--- src/rbx_pkg.sv ---
package rbx_pkg;

  // port widths
  localparam int NARROW_W = 12;
  localparam int WIDE_W = 24;
  localparam int BANKS = 2;
  localparam int CNT_W = 16;
  localparam int AVS_ADDR_W = 5;
  localparam int AVS_DATA_W = 32;

  // register byte offsets
  localparam logic [AVS_ADDR_W-1:0] OFS_CTRL = 5'h00;
  localparam logic [AVS_ADDR_W-1:0] OFS_STATUS = 5'h04;
  localparam logic [AVS_ADDR_W-1:0] OFS_LOW_BANK = 5'h08;
  localparam logic [AVS_ADDR_W-1:0] OFS_HIGH_BANK = 5'h0C;
  localparam logic [AVS_ADDR_W-1:0] OFS_NARROW = 5'h10;
  localparam logic [AVS_ADDR_W-1:0] OFS_LOAD_COUNT = 5'h14;

  // control register fields
  localparam int CTRL_FORCE_HIZ_BIT = 0;
  localparam int CTRL_CLR_CNT_BIT = 1;
  localparam logic CTRL_FORCE_HIZ_RST = 1'b0;

  // status register fields
  localparam int STAT_NARROW_OE_BIT = 0;
  localparam int STAT_LOW_OE_BIT = 1;
  localparam int STAT_HIGH_OE_BIT = 2;
  localparam int STAT_SEL_BIT = 3;
  localparam int STAT_LOW_LOAD_BIT = 4;
  localparam int STAT_HIGH_LOAD_BIT = 5;

  // values after reset
  localparam logic [NARROW_W-1:0] BANK_RST = 12'h000;
  localparam logic [NARROW_W-1:0] NARROW_RST = 12'h000;
  localparam logic [CNT_W-1:0] CNT_RST = 16'h0000;
  localparam logic [AVS_DATA_W-1:0] RDATA_RST = 32'h00000000;
  localparam logic WAIT_RST = 1'b1;
  localparam logic OE_RST = 1'b0;

  // pin-level control group, all active-low except the bank select
  typedef struct packed {
    logic narrow_drive_en_n;
    logic low_bank_drive_en_n;
    logic high_bank_drive_en_n;
    logic low_bank_load_n;
    logic high_bank_load_n;
    logic bank_sel;
  } rbx_ctrl_type;

  // every enable released, select low
  localparam rbx_ctrl_type CTRL_PIN_RST = 6'h3E;

  typedef struct packed {
    logic read;
    logic write;
    logic [AVS_ADDR_W-1:0] address;
    logic [3:0] byteenable;
    logic [AVS_DATA_W-1:0] writedata;
  } rbx_avs_req_type;

endpackage

--- src/rbx_bank_reg.sv ---
`timescale 1ns/100ps
module rbx_bank_reg #(
  parameter int WIDTH = 12
) (
  input wire logic ref_clk_in,
  input wire logic arst_n_in,
  input wire logic load_n_in,
  input wire logic [WIDTH-1:0] data_in,
  output logic [WIDTH-1:0] data_out
);

  initial begin
    if (WIDTH < 1) begin
      $error("bank register width must be at least one");
    end
  end

  always_ff @(posedge ref_clk_in or negedge arst_n_in) begin
    if (!arst_n_in) begin
      data_out <= WIDTH'(rbx_pkg::BANK_RST);
    end else if (!load_n_in) begin
      data_out <= data_in;
    end
  end

  bank_load_a: assert property (@(posedge ref_clk_in) disable iff (!arst_n_in)
    !load_n_in |=> data_out == $past(data_in))
    else $error("bank register missed a load");

  bank_hold_a: assert property (@(posedge ref_clk_in) disable iff (!arst_n_in)
    load_n_in |=> $stable(data_out))
    else $error("bank register changed without a load");

endmodule // rbx_bank_reg

--- src/rbx_exchanger.sv ---
`timescale 1ns/100ps
module rbx_exchanger #(
  parameter int NARROW_W = rbx_pkg::NARROW_W,
  parameter int CNT_W = rbx_pkg::CNT_W
) (
  input wire logic ref_clk_in,
  input wire logic arst_n_in,
  input wire rbx_pkg::rbx_ctrl_type ctrl_in,
  input wire logic [NARROW_W-1:0] narrow_in,
  output logic [NARROW_W-1:0] narrow_out,
  output logic narrow_oe_out,
  input wire logic [NARROW_W-1:0] wide_low_bank_in,
  output logic [NARROW_W-1:0] wide_low_bank_out,
  output logic wide_low_bank_oe_out,
  input wire logic [NARROW_W-1:0] wide_high_bank_in,
  output logic [NARROW_W-1:0] wide_high_bank_out,
  output logic wide_high_bank_oe_out,
  input wire rbx_pkg::rbx_avs_req_type avs_req_in,
  output logic [rbx_pkg::AVS_DATA_W-1:0] avs_readdata_out,
  output logic avs_waitrequest_out
);

  initial begin
    if (NARROW_W < 1 || NARROW_W > 16 || 2 * NARROW_W != rbx_pkg::WIDE_W) begin
      $error("narrow width must be half the wide width and fit a 16-bit field");
    end
    if (CNT_W < 1 || CNT_W > 16) begin
      $error("load counter width must be 1 to 16");
    end
  end

  ////////////////////////////////////////////////////////////////////////////

  rbx_pkg::rbx_ctrl_type ctrl_r;
  logic [NARROW_W-1:0] bank_q [rbx_pkg::BANKS];
  logic [rbx_pkg::BANKS-1:0] bank_load_n;
  logic [NARROW_W-1:0] narrow_r;
  logic narrow_oe_r;
  logic low_oe_r;
  logic high_oe_r;
  logic force_hiz_r;
  logic clr_cnt_r;
  logic [CNT_W-1:0] low_cnt_r;
  logic [CNT_W-1:0] high_cnt_r;
  logic wait_r;
  logic [rbx_pkg::AVS_DATA_W-1:0] rdata_r;
  logic [rbx_pkg::AVS_DATA_W-1:0] rdata_nxt;
  logic acc_done;
  logic wr_ctrl;

  ////////////////////////////////////////////////////////////////////////////
  // control pins are captured every edge so the status register follows them

  always_ff @(posedge ref_clk_in or negedge arst_n_in) begin
    if (!arst_n_in) begin
      ctrl_r <= rbx_pkg::CTRL_PIN_RST;
    end else begin
      ctrl_r <= ctrl_in;
    end
  end

  ////////////////////////////////////////////////////////////////////////////
  // narrow to wide: one register per bank, same narrow data into both

  assign bank_load_n = {ctrl_in.high_bank_load_n, ctrl_in.low_bank_load_n};

  for (genvar b = 0; b < rbx_pkg::BANKS; b++) begin : g_bank
    rbx_bank_reg #(
      .WIDTH(NARROW_W)
    ) u_bank (
      .ref_clk_in(ref_clk_in),
      .arst_n_in(arst_n_in),
      .load_n_in(bank_load_n[b]),
      .data_in(narrow_in),
      .data_out(bank_q[b])
    );
  end

  assign wide_low_bank_out = bank_q[0];
  assign wide_high_bank_out = bank_q[1];

  ////////////////////////////////////////////////////////////////////////////
  // wide to narrow: a single register, reloaded at every edge

  always_ff @(posedge ref_clk_in or negedge arst_n_in) begin
    if (!arst_n_in) begin
      narrow_r <= NARROW_W'(rbx_pkg::NARROW_RST);
    end else if (ctrl_in.bank_sel) begin
      narrow_r <= wide_low_bank_in;
    end else begin
      narrow_r <= wide_high_bank_in;
    end
  end

  assign narrow_out = narrow_r;

  ////////////////////////////////////////////////////////////////////////////
  // drive enables; reset stands in for the undefined power-up state and
  // releases every pin, which is what the outside aims for anyway

  always_ff @(posedge ref_clk_in or negedge arst_n_in) begin
    if (!arst_n_in) begin
      narrow_oe_r <= rbx_pkg::OE_RST;
    end else begin
      narrow_oe_r <= !ctrl_in.narrow_drive_en_n && !force_hiz_r;
    end
  end

  always_ff @(posedge ref_clk_in or negedge arst_n_in) begin
    if (!arst_n_in) begin
      low_oe_r <= rbx_pkg::OE_RST;
      high_oe_r <= rbx_pkg::OE_RST;
    end else begin
      low_oe_r <= !ctrl_in.low_bank_drive_en_n && !force_hiz_r;
      high_oe_r <= !ctrl_in.high_bank_drive_en_n && !force_hiz_r;
    end
  end

  assign narrow_oe_out = narrow_oe_r;
  assign wide_low_bank_oe_out = low_oe_r;
  assign wide_high_bank_oe_out = high_oe_r;

  ////////////////////////////////////////////////////////////////////////////
  // bank load counters, wrap silently; software clears them

  always_ff @(posedge ref_clk_in or negedge arst_n_in) begin
    if (!arst_n_in) begin
      low_cnt_r <= CNT_W'(rbx_pkg::CNT_RST);
      high_cnt_r <= CNT_W'(rbx_pkg::CNT_RST);
    end else if (clr_cnt_r) begin
      low_cnt_r <= CNT_W'(rbx_pkg::CNT_RST);
      high_cnt_r <= CNT_W'(rbx_pkg::CNT_RST);
    end else begin
      if (!ctrl_in.low_bank_load_n) begin
        low_cnt_r <= low_cnt_r + CNT_W'(1);
      end
      if (!ctrl_in.high_bank_load_n) begin
        high_cnt_r <= high_cnt_r + CNT_W'(1);
      end
    end
  end

  ////////////////////////////////////////////////////////////////////////////
  // register slave: waitrequest drops for one cycle, one cycle after request

  assign acc_done = (avs_req_in.read || avs_req_in.write) && !wait_r;
  assign wr_ctrl = acc_done && avs_req_in.write && avs_req_in.address == rbx_pkg::OFS_CTRL
    && avs_req_in.byteenable[0];

  always_ff @(posedge ref_clk_in or negedge arst_n_in) begin
    if (!arst_n_in) begin
      wait_r <= rbx_pkg::WAIT_RST;
    end else if ((avs_req_in.read || avs_req_in.write) && wait_r) begin
      wait_r <= 1'b0;
    end else begin
      wait_r <= 1'b1;
    end
  end

  always_ff @(posedge ref_clk_in or negedge arst_n_in) begin
    if (!arst_n_in) begin
      force_hiz_r <= rbx_pkg::CTRL_FORCE_HIZ_RST;
      clr_cnt_r <= 1'b0;
    end else begin
      clr_cnt_r <= wr_ctrl && avs_req_in.writedata[rbx_pkg::CTRL_CLR_CNT_BIT];
      if (wr_ctrl) begin
        force_hiz_r <= avs_req_in.writedata[rbx_pkg::CTRL_FORCE_HIZ_BIT];
      end
    end
  end

  always_comb begin
    rdata_nxt = rbx_pkg::RDATA_RST;
    case (avs_req_in.address)
      rbx_pkg::OFS_CTRL: begin
        rdata_nxt[rbx_pkg::CTRL_FORCE_HIZ_BIT] = force_hiz_r;
      end
      rbx_pkg::OFS_STATUS: begin
        rdata_nxt[rbx_pkg::STAT_NARROW_OE_BIT] = narrow_oe_r;
        rdata_nxt[rbx_pkg::STAT_LOW_OE_BIT] = low_oe_r;
        rdata_nxt[rbx_pkg::STAT_HIGH_OE_BIT] = high_oe_r;
        rdata_nxt[rbx_pkg::STAT_SEL_BIT] = ctrl_r.bank_sel;
        rdata_nxt[rbx_pkg::STAT_LOW_LOAD_BIT] = !ctrl_r.low_bank_load_n;
        rdata_nxt[rbx_pkg::STAT_HIGH_LOAD_BIT] = !ctrl_r.high_bank_load_n;
      end
      rbx_pkg::OFS_LOW_BANK: begin
        rdata_nxt[NARROW_W-1:0] = bank_q[0];
      end
      rbx_pkg::OFS_HIGH_BANK: begin
        rdata_nxt[NARROW_W-1:0] = bank_q[1];
      end
      rbx_pkg::OFS_NARROW: begin
        rdata_nxt[NARROW_W-1:0] = narrow_r;
      end
      rbx_pkg::OFS_LOAD_COUNT: begin
        rdata_nxt[CNT_W-1:0] = low_cnt_r;
        rdata_nxt[16 +: CNT_W] = high_cnt_r;
      end
      default: begin
        rdata_nxt = rbx_pkg::RDATA_RST;
      end
    endcase
  end

  // read data is loaded on the edge that drops waitrequest and holds after
  always_ff @(posedge ref_clk_in or negedge arst_n_in) begin
    if (!arst_n_in) begin
      rdata_r <= rbx_pkg::RDATA_RST;
    end else if (avs_req_in.read && wait_r) begin
      rdata_r <= rdata_nxt;
    end
  end

  assign avs_readdata_out = rdata_r;
  assign avs_waitrequest_out = wait_r;

  ////////////////////////////////////////////////////////////////////////////

  assemble_word_a: assert property (@(posedge ref_clk_in) disable iff (!arst_n_in)
    (!ctrl_in.low_bank_load_n && ctrl_in.high_bank_load_n)
    ##1 (ctrl_in.low_bank_load_n && !ctrl_in.high_bank_load_n)
    |=> wide_low_bank_out == $past(narrow_in, 2) && wide_high_bank_out == $past(narrow_in))
    else $error("two narrow words did not form one wide word");

  both_load_a: assert property (@(posedge ref_clk_in) disable iff (!arst_n_in)
    !ctrl_in.low_bank_load_n && !ctrl_in.high_bank_load_n
    |=> wide_low_bank_out == wide_high_bank_out && wide_low_bank_out == $past(narrow_in))
    else $error("joint load gave different bank contents");

  both_hold_a: assert property (@(posedge ref_clk_in) disable iff (!arst_n_in)
    ctrl_in.low_bank_load_n && ctrl_in.high_bank_load_n
    |=> $stable(wide_low_bank_out) && $stable(wide_high_bank_out))
    else $error("banks changed with both loads released");

  narrow_sel_a: assert property (@(posedge ref_clk_in) disable iff (!arst_n_in)
    arst_n_in |=> narrow_out == ($past(ctrl_in.bank_sel) ? $past(wide_low_bank_in)
      : $past(wide_high_bank_in)))
    else $error("narrow register took the wrong bank");

  narrow_keep_a: assert property (@(posedge ref_clk_in) disable iff (!arst_n_in)
    $past(arst_n_in) && $stable(ctrl_in.bank_sel)
    && $stable(wide_low_bank_in) && $stable(wide_high_bank_in)
    |=> $stable(narrow_out))
    else $error("narrow data moved with steady inputs");

  narrow_drive_a: assert property (@(posedge ref_clk_in) disable iff (!arst_n_in)
    ctrl_in.narrow_drive_en_n |=> !narrow_oe_out)
    else $error("narrow port driven while its enable was high");

  wide_drive_a: assert property (@(posedge ref_clk_in) disable iff (!arst_n_in)
    !force_hiz_r ##0 (!ctrl_in.low_bank_drive_en_n ^ !ctrl_in.high_bank_drive_en_n)
    |=> wide_low_bank_oe_out != wide_high_bank_oe_out)
    else $error("wide enables did not gate their own banks");

  ctrl_capture_a: assert property (@(posedge ref_clk_in) disable iff (!arst_n_in)
    $changed(ctrl_in.bank_sel) |=> ctrl_r.bank_sel == $past(ctrl_in.bank_sel))
    else $error("select was not registered on the edge");

  wait_pulse_a: assert property (@(posedge ref_clk_in) disable iff (!arst_n_in)
    !avs_waitrequest_out |=> avs_waitrequest_out)
    else $error("waitrequest low for more than one cycle");

  ////////////////////////////////////////////////////////////////////////////
  // each port's drive follows only its own enable, force_hiz overrides all

  narrow_on_a: assert property (@(posedge ref_clk_in) disable iff (!arst_n_in)
    !force_hiz_r && !ctrl_in.narrow_drive_en_n |=> narrow_oe_out)
    else $error("narrow port not driven with its enable low");

  low_on_a: assert property (@(posedge ref_clk_in) disable iff (!arst_n_in)
    !force_hiz_r && !ctrl_in.low_bank_drive_en_n |=> wide_low_bank_oe_out)
    else $error("low bank not driven with its enable low");

  high_on_a: assert property (@(posedge ref_clk_in) disable iff (!arst_n_in)
    !force_hiz_r && !ctrl_in.high_bank_drive_en_n |=> wide_high_bank_oe_out)
    else $error("high bank not driven with its enable low");

  low_off_a: assert property (@(posedge ref_clk_in) disable iff (!arst_n_in)
    ctrl_in.low_bank_drive_en_n |=> !wide_low_bank_oe_out)
    else $error("low bank driven with its enable high");

  high_off_a: assert property (@(posedge ref_clk_in) disable iff (!arst_n_in)
    ctrl_in.high_bank_drive_en_n |=> !wide_high_bank_oe_out)
    else $error("high bank driven with its enable high");

  force_off_a: assert property (@(posedge ref_clk_in) disable iff (!arst_n_in)
    force_hiz_r |=> !narrow_oe_out && !wide_low_bank_oe_out && !wide_high_bank_oe_out)
    else $error("a port was driven while forced off");

  ////////////////////////////////////////////////////////////////////////////
  // register slave timing and the counters behind it

  wait_answer_a: assert property (@(posedge ref_clk_in) disable iff (!arst_n_in)
    (avs_req_in.read || avs_req_in.write) && avs_waitrequest_out |=> !avs_waitrequest_out)
    else $error("request not answered after one wait cycle");

  wait_idle_a: assert property (@(posedge ref_clk_in) disable iff (!arst_n_in)
    !avs_req_in.read && !avs_req_in.write |=> avs_waitrequest_out)
    else $error("waitrequest dropped without a request");

  read_hold_a: assert property (@(posedge ref_clk_in) disable iff (!arst_n_in)
    !(avs_req_in.read && avs_waitrequest_out) |=> $stable(avs_readdata_out))
    else $error("read data moved outside a read");

  ctrl_write_a: assert property (@(posedge ref_clk_in) disable iff (!arst_n_in)
    wr_ctrl |=> force_hiz_r == $past(avs_req_in.writedata[rbx_pkg::CTRL_FORCE_HIZ_BIT]))
    else $error("control write did not land");

  count_clear_a: assert property (@(posedge ref_clk_in) disable iff (!arst_n_in)
    clr_cnt_r |=> low_cnt_r == CNT_W'(rbx_pkg::CNT_RST)
      && high_cnt_r == CNT_W'(rbx_pkg::CNT_RST))
    else $error("load counters not cleared");

  low_count_a: assert property (@(posedge ref_clk_in) disable iff (!arst_n_in)
    !clr_cnt_r && !ctrl_in.low_bank_load_n |=> low_cnt_r == $past(low_cnt_r) + CNT_W'(1))
    else $error("low bank load not counted");

  high_count_a: assert property (@(posedge ref_clk_in) disable iff (!arst_n_in)
    !clr_cnt_r && !ctrl_in.high_bank_load_n |=> high_cnt_r == $past(high_cnt_r) + CNT_W'(1))
    else $error("high bank load not counted");

  low_cnt_keep_a: assert property (@(posedge ref_clk_in) disable iff (!arst_n_in)
    !clr_cnt_r && ctrl_in.low_bank_load_n |=> $stable(low_cnt_r))
    else $error("low bank counter moved without a load");

  high_cnt_keep_a: assert property (@(posedge ref_clk_in) disable iff (!arst_n_in)
    !clr_cnt_r && ctrl_in.high_bank_load_n |=> $stable(high_cnt_r))
    else $error("high bank counter moved without a load");

endmodule // rbx_exchanger

--- config.mk ---
export PLATFORM = sky130hd
export DESIGN_NAME = rbx_exchanger
export DESIGN_NICKNAME = d
export VERILOG_FILES = /design/src/rbx_pkg.sv /design/src/rbx_bank_reg.sv /design/src/rbx_exchanger.sv
export SDC_FILE = /design/constraint.sdc
export NUM_CORES = 1
export LEC_CHECK = 0
export BUFFER_PORTS_ARGS = -buffer_cell sky130_fd_sc_hd__buf_2
export CAP_MARGIN = 5
export CELL_PAD_IN_SITES_DETAIL_PLACEMENT = 1
export CELL_PAD_IN_SITES_GLOBAL_PLACEMENT = 1
export CORE_UTILIZATION = 39
export DETAILED_ROUTE_END_ITERATION = 16
export PLACE_DENSITY_LB_ADDON = 0.1
export SLEW_MARGIN = 20
export SYNTH_ARGS = -nofsm -noshare
export SYNTH_HDL_FRONTEND = slang
export SYNTH_HIERARCHICAL = 1
export SYNTH_SLANG_ARGS = --single-unit
export TNS_END_PERCENT = 30
--- constraint.sdc ---
create_clock -name ref_clk_in -period 1.8 [get_ports ref_clk_in]
set_input_delay 0.36 -clock ref_clk_in [delete_from_list [all_inputs] [get_ports ref_clk_in]]
set_output_delay 0.36 -clock ref_clk_in [all_outputs]
set_load 0.02 [all_outputs]
Word level (Yosys, flattened, before mapping):

Cells that the tools add are included.

* register bits after elaboration: 109
* logic and storage cells: 53
* input port bits: 87

* muxes and demuxes: 10
* reduce and logical (&&, ||, !) cells: 19
* equal/unequal tests: 7
* add/subtract/negate cells: 2

Operators with widths (number)
* $mux W16: 4
* $add A16 B1 Y16 const B: 2
* $pmux W5 S5: 1
* $pmux W6 S4: 1
* $mux W20: 1
* $mux W12: 1
* $eq A5 B4 Y1 const B: 2
* $eq A5 B5 Y1 const B: 2
* $logic_and A1 B1 Y1: 10
* $logic_not A1 Y1: 7
* $pmux W1 S6: 1
* $eq A5 B3 Y1 const B: 1
* $logic_not A5 Y1: 1
* $ne A2 B1 Y1 const B: 2
* $logic_or A1 B1 Y1: 1
* $mux W1: 1

Depth between registers and ports, before layout:

Gate-level depths: netlist (run 1).

* depth after elaboration: 6
* mapped depth: 7
* depth with buffers taken out: 5

Modules after synthesis:

Netlist (run 1), hierarchy kept.

Modules (own cells, without submodules)
* rbx_exchanger: sequential area each 2130.8 µm², cells an instance 338, area each 3895.0 µm², times used 1
* rbx_bank_reg: sequential area each 300.3 µm², cells an instance 25, area each 484.2 µm², times used 2

Worst setup path after synthesis (run 1):

Ideal clock, no wire load.

* path kind: register to register
* from: reg wait_r (netlist: avs_waitrequest_out)
* to: reg rdata_r (netlist bit avs_readdata_out[23])
* stages on the path, launching flop included: 6
* library setup time: 0.066 ns
* path buffers: 1
* data arrival time: 1.519 ns
* clock period less this slack: 1.585 ns
* slack: 0.215 ns
* path through: dfstp_2 > nand2_1 > nor3_1 > and2_1 > buf_2 > a22o_1

* word-level cells in the longest chain between the ends: 1

Ends and longest elaborated chain
* start: declaration: RTL line rbx_exchanger.sv:45 `logic wait_r;`
* start signal: assignment: RTL line rbx_exchanger.sv:152 `wait_r <= rbx_pkg::WAIT_RST;`
* $logic_and A1 B1 Y1: RTL line rbx_exchanger.sv:209 `end else if (avs_req_in.read && wait_r) begin`
* end signal: assignment: RTL line rbx_exchanger.sv:208 `rdata_r <= rbx_pkg::RDATA_RST;`
* end signal: assignment: RTL line rbx_exchanger.sv:210 `rdata_r <= rdata_nxt;`
* end: declaration: RTL line rbx_exchanger.sv:46 `logic [rbx_pkg::AVS_DATA_W-1:0] rdata_r;`

Every way passes these cells.
A chain may end at the register's enable or synchronous reset.

Final worst setup path (run 1):

* from: reg low_cnt_r[1]
* to: reg low_cnt_r[12]

* word-level cells in the longest chain between the ends: 3

Ends and longest elaborated chain
* start: declaration: RTL line rbx_exchanger.sv:43 `logic [CNT_W-1:0] low_cnt_r;`
* start signal: assignment: RTL line rbx_exchanger.sv:128 `low_cnt_r <= CNT_W'(rbx_pkg::CNT_RST);`
* start signal: assignment: RTL line rbx_exchanger.sv:131 `low_cnt_r <= CNT_W'(rbx_pkg::CNT_RST);`
* start signal: assignment: RTL line rbx_exchanger.sv:135 `low_cnt_r <= low_cnt_r + CNT_W'(1);`
* $add A16 B1 Y16: RTL line rbx_exchanger.sv:135
* $mux W16: RTL line rbx_exchanger.sv:134 `if (!ctrl_in.low_bank_load_n) begin`
* $mux W16: RTL line rbx_exchanger.sv:130 `end else if (clr_cnt_r) begin`

Every way passes these cells. The select of a mux whose other input is x is not followed.

==> impl_metrics.py, run 1 <==
metrics = {
    "run_status": {
        "outcome": "finished, final reports clean",
    },
    "layout": {
        "area_growth_pct": 25.3,
        "drive_gt1_share_pct": 40.9,
        "fin_nets": 619,
        "diodes": 0,
        "multi_input_area_um2": 1990,
        "n_fill_cell": 1317,
        "ff_latch_area_um2": 2730,
        "instances_no_fill": 703,
        "fin_util_pct": 50.5,
    },
    "clock_network": {
        "cts_tree": "yes",
        "clockRootBuffer": "clkbuf_16",
        "clk_pin_slew_ns": 0.07,
        "htreeDepth": 3,
        "numCtsBuffers": 9,
        "clock-sinks": 109,
        "clk_latency_ns": 0.34,
        "cts_max_path_buffers": 2,
    },
    "placement": {
        "portBuffers": 125,
        "dp.final_hpwl_um": 9240,
        "pre_cts_slack_ns": -0.0955,
        "dp.cells": 686,
        "gp_congestion": 0.764,
    },
    "sta": {
        "report.final.setup_viol": 0,
        "timing.fmax_mhz": 608,
        "rsz0062_at_grt": "no",
        "finalCritPeriodShare_pct": 91.4,
        "tns_ns": 0,
        "maxSlewViolCount": 0,
        "worst_pin_slew_ns": 0.438,
        "timing.final.ws_setup_ns": 0.155,
        "slew_headroom_pct": 70.8,
        "period_needed_ns": 1.64,
        "hold_viol": 0,
        "skew_ns": 0.00662,
    },
    "synth": {
        "synth_top_cell_by_area": "dfrtp_1",
        "synth_top_area_share_pct": 54.5,
        "synth-simple-area-share_pct": 12.0,
        "synth_area_um2": 4860,
        "synthXorXnorAreaFrac_pct": 4.50,
        "ys_ff_latch": 109,
        "async_reset_ff_share_pct": 100,
        "ys_warn_count": 6,
        "ys_top_cells_by_count": "dfrtp_1 (106), nor2_1 (35), a22o_1 (27), mux2_2 (23), mux2_4 (20)",
        "syn_inst": 388,
        "synth_mux_area_share_pct": 12.3,
        "ys_seq_area_share_pct": 56.2,
        "synth_compound_area_share_pct": 11.5,
        "syn_area_per_cell_um2": 12.5,
        "yosys.area_share.adder_pct": 0.515,
        "yosysUniqueCellTypes": 50,
        "synth_ff_type": "dfrtp_1",
        "syn-num-nets": 477,
        "synth_edf_count": 0,
        "synth_top_family_by_area": "multiplexers",
        "synth.area.top_cells": "dfrtp_1 (55%), mux2_4 (6.2%), mux2_2 (5.3%), a22o_1 (4.9%), xor2_1 (3.2%)",
        "yosys.cell_count.top_type": "dfrtp_1",
    },
    "power": {
        "p_leak_uw": 0.00301,
        "p_per_area_nw_per_um2": 985,
        "power_uw": 6000,
        "irDropWorstVdd_uv": 499,
    },
    "floorplanning": {
        "dieArea_um2": 12900,
        "start_util_pct": 40.3,
        "die_x_um": 114,
        "ios": 159,
        "core_area_um2": 12100,
        "die_y_um": 114,
        "fp-row-count": 40,
    },
    "detailed_routing": {
        "drt_iter0_drc": 137,
        "route.detailed.drc": 0,
        "avgRoutedWirePerCell_um": 17.8,
        "via_per_inst": 5.21,
        "drt_wl_total_um": 12500,
        "postRouteAntennaNets": 0,
        "drt_pre_antenna_iters": 4,
        "via_count": 3665,
    },
    "grt": {
        "antenna_found_initial": 0,
        "grt_overflow_total": 0,
        "grt_pass1_wl_um": 20800,
        "grt_start_max_net_pins": 37,
        "grt.total_usage_pct": 20.9,
        "grt_pass1_vias": 4050,
    },
    "worst_setup_path": {
        "r2r_cells": 5,
        "crit_type": "reg -> reg",
        "startpoint_type": "flip-flop",
        "arrival_ns": 1.86,
        "required_ns": 2.02,
        "endpoint_kind": "flip-flop",
        "cp_max_fo": 4,
    },
    "hold_path": {
        "hp-class": "in -> reg",
        "whs_path_depth": 2,
    },
    "flow_run": {
        "timing.max_cap.violations": 0,
    },
}
final timing paths:
path                                       from  slack [ns]                     to
hold reg to reg            avs_readdata_out[22]        0.50   avs_readdata_out[22]
setup / recovery                   low_cnt_r[1]        0.16          low_cnt_r[12]
setup reg to reg                   low_cnt_r[1]        0.16          low_cnt_r[12]
hold / removal                       ctrl_in[3]        0.15  wide_high_bank_oe_out
max in group asynchronous             arst_n_in        0.69              ctrl_r[1]
min in group asynchronous             arst_n_in        0.50   avs_readdata_out[18]
through the flow:
stage | instance area, µm² | hold slack (ns)
final | 6090 | 0.150
after global routing | 6090 | 0.136
after CTS | 6090 | 0.140
after detailed placement | 5800 | 0.339
after global placement | 5800 | 0.331
after floorplan | 4860 | 0.0644
cells in the final DEF, fill, tap and decap left out, types with 4 or more instances in the layout:
master and instances:
xor2_1 18, and3_1 5, buf_4 26, a22oi_1 5
nand3_1 9, nand2_1 17, clkbuf_16 9, mux2i_1 4
nor3_1 4, dfrtp_1 106, a222oi_1 4, a22o_1 27
a221oi_1 5, a32o_1 4, buf_2 124, a21oi_1 9
xnor2_1 7, nor2_1 35, nor2b_1 5, mux2_2 23
inv_1 4, mux2_4 20, nand4_1 7, o21ai_0 10
critical path, cell delays in order (launching register included):
cell	delay [ns]
dfrtp_1	0.36
ha_1	0.21
and3_1	0.25
or4b_4	0.48
xor2_1	0.17
nor2_1	0.06
power breakdown:
group          internal, µW  switching, µW
Sequential             2710            284
Clock                  1010            862
Combinational           524            612
Total                  4240           1760
cells by family (layout without fill, tap and decap cells):
family | after synthesis | in the layout
flops | 109 | 109
compound gates | 73 | 73
simple gates | 106 | 106
fa+ha+maj | 2 | 2
xor+xnor | 25 | 25
mux | 47 | 47
buf+inv | 26 | 173
per-layer routing:
metal  up-vias  part of all wire (%)  global-route usage, %
met2        96                    50                   35.9
met1      1865                    45                   26.3
met5         -                     0                      0
met4         0                   1.3                   7.28
met3        13                   4.0                   4.20
li1       1691                     -                      -
flip-flops by register name, summed over array words and instances, names as in the netlist:
register                cells
avs_readdata_out           32
avs_waitrequest_out         1
clr_cnt_r                   1
ctrl_r                      3
force_hiz_r                 1
g_bank.u_bank/data_out     24
high_cnt_r                 16
low_cnt_r                  16
narrow_oe_out               1
narrow_out                 12
wide_high_bank_oe_out       1
wide_low_bank_oe_out        1
area by class of cell:
class,instances,area share (%)
inverters,4,0.246
repair buffers,153,14.2
well taps,168,3.45
multi-input cells,253,32.7
clock buffers,13,4.27
clock inverters,3,0.329
flip-flops and latches,109,44.8
what timing repair did:
item,4_1_cts,5_1_grt
setup buffers,0,0
hold buffers,1,0
resized for setup,1,0
endpoints found under the hold margin,24,0
endpoints found under the setup margin,20,0
Note: power is estimated with default switching activity, not from simulation.
==> run 2, diff against run 1 <==
--- a/config.mk
+++ b/config.mk
@@ -8,8 +8,8 @@
 export BUFFER_PORTS_ARGS = -buffer_cell sky130_fd_sc_hd__buf_2
 export CAP_MARGIN = 5
 export CELL_PAD_IN_SITES_DETAIL_PLACEMENT = 1
-export CELL_PAD_IN_SITES_GLOBAL_PLACEMENT = 1
-export CORE_UTILIZATION = 39
+export CELL_PAD_IN_SITES_GLOBAL_PLACEMENT = 2
+export CORE_UTILIZATION = 32
 export DETAILED_ROUTE_END_ITERATION = 16
 export PLACE_DENSITY_LB_ADDON = 0.1
 export SLEW_MARGIN = 20
==> run 2 against run 1 <==
Effect of this change: sequential share of layout area is 0.34 points lower; cell count is 2.0% higher; highest routed layer unchanged; critical path depth stayed put; final area up 0.76%; the flow now finishes with violations (DRC); utilization decreased by 8.7 points; worst setup slack better by 0.049 ns; combinational power hardly changed; die area is 21% higher; critical path type unchanged.
==> impl_metrics.py, run 2 (same netlist as run 1, synthesis figures left out) <==
metrics = {
    "placement": {
        "place_area_um2": 5820,
        "gp_congestion": 0.706,
        "dp.final_hpwl_um": 9410,
        "portBuffers": 125,
    },
    "sta": {
        "tns_ns": 0,
        "timing.fmax_mhz": 627,
        "maxSlewViolCount": 0,
        "rsz0062_at_grt": "no",
        "period_needed_ns": 1.60,
        "skew_ns": 0.00826,
        "report.final.setup_viol": 0,
        "finalCritPeriodShare_pct": 88.7,
        "worst_pin_slew_ns": 0.458,
        "slew_headroom_pct": 69.5,
        "hold_viol": 0,
    },
    "grt": {
        "grt_start_max_net_pins": 38,
        "grt_overflow_total": 0,
        "antenna_found_initial": 0,
        "grt_pass1_vias": 3846,
        "grt_pass1_wl_um": 21300,
        "grt.total_usage_pct": 17.6,
    },
    "worst_setup_path": {
        "r2r-start": "low_cnt_r[1]",
        "slowest_delay_ns": 0.48,
        "cp_num_buf_inv": 0,
        "cp_max_fo": 4,
        "crit_type": "reg -> reg",
        "crit_chain": "ha_1 > and3_1 > or4b_4 > xor2_1 > nor2_1",
        "startpoint_type": "flip-flop",
        "crit_start": "low_cnt_r[1]",
        "crit_slowest_cell": "or4b_4",
        "endpoint_kind": "flip-flop",
        "required_ns": 2.04,
        "critPathTopFamily": "simple AND/OR/NAND/NOR gates",
        "arrival_ns": 1.83,
    },
    "layout": {
        "area_growth_pct": 26.2,
        "fin_area_um2": 6140,
        "fin_nets": 617,
        "layout_common_cells": "buf_2 (124), dfrtp_1 (106), nor2_1 (35)",
        "largest_reg_flops": 32,
        "drive_gt1_share_pct": 40.9,
        "mostFrequentLayoutCell": "buf_2",
        "diodes": 0,
    },
    "clock_network": {
        "cts_max_path_buffers": 2,
        "clk_pin_slew_ns": 0.08,
        "cts_tree": "yes",
        "clockRootBuffer": "clkbuf_16",
        "numCtsBuffers": 9,
        "htreeDepth": 3,
        "clock-sinks": 109,
        "clk_latency_ns": 0.35,
        "cts-resized-gates": 0,
    },
    "hold_path": {
        "hp-class": "in -> reg",
        "min_from": "ctrl_in[5]",
    },
    "detailed_routing": {
        "via_per_inst": 5.01,
        "route.detailed.drc": 2,
        "avgRoutedWirePerCell_um": 17.8,
        "drt_wl_total_um": 12800,
        "drt_pre_antenna_iters": 12,
        "drt_iter0_drc": 170,
        "via_count": 3595,
        "postRouteAntennaNets": 0,
    },
    "power": {
        "irDropWorstVdd_uv": 508,
        "power_uw": 6210,
        "p_leak_uw": 0.00303,
        "p_per_area_nw_per_um2": 1010,
    },
    "floorplanning": {
        "ios": 159,
        "die_y_um": 125,
        "fp-row-count": 44,
        "core_area_um2": 14700,
        "start_util_pct": 33.1,
        "dieArea_um2": 15700,
        "die_x_um": 125,
    },
    "run_status": {
        "outcome": "finished, violations left",
        "violations": "DRC",
    },
    "flow_run": {
        "timing.max_cap.violations": 0,
    },
}
run 2: where the power goes:
part	switching [µW]	internal [µW]	leakage (µW)
Sequential	279	2710	0.00139
Combinational	618	533	0.00148
Clock	920	1160	0.000156
run 2: stage by stage:
stage / cells / util (%) / hold slack [ns] / setup WS (ns)
global placement: 700 / 39.6 / 0.183 / 0.201
global route: 717 / 41.8 / 0.125 / 0.0970
floorplan: 388 / - / 0.0644 / 0.215
detailed placement: 700 / 39.6 / 0.180 / 0.197
CTS: 717 / 41.8 / 0.125 / 0.194
finish: 717 / 41.8 / 0.143 / 0.204
run 2: final timing paths:
kind,endpoint,cells after the start,slack [ns]
min in group asynchronous,avs_readdata_out[15],2,0.35
worst max-delay path,low_cnt_r[12],5,0.20
worst max register to register,low_cnt_r[12],5,0.20
max in group asynchronous,g_bank[1].u_bank/data_out[6],3,0.79
worst min-delay path,narrow_oe_out,2,0.14
worst min register to register,avs_readdata_out[0],2,0.49
run 2: what timing repair did:
action                                 4_1_cts  5_1_grt
endpoints found under the hold margin        1        0
buffers inserted                             0        0
hold buffers                                 1        0
setup endpoints to repair                    0        0
run 2: area by class of cell:
type,count,area (µm²)
Fill cell,1589,8560
Sequential cell,109,2730
Multi-Input combinational cell,253,1990
Timing Repair Buffer,151,863
Clock buffer,11,253
Tap cell,184,230
Clock inverter,5,57.6
Inverter,4,15.0
run 2: metal layers:
metal  track usage [%]  vias up  wire length [µm]
li1                  -     1693                 -
met2              28.5       98              6190
met4              3.66        0               102
met3              6.03        5               765
met1              22.7     1799              5720
met5                 0        -                 0
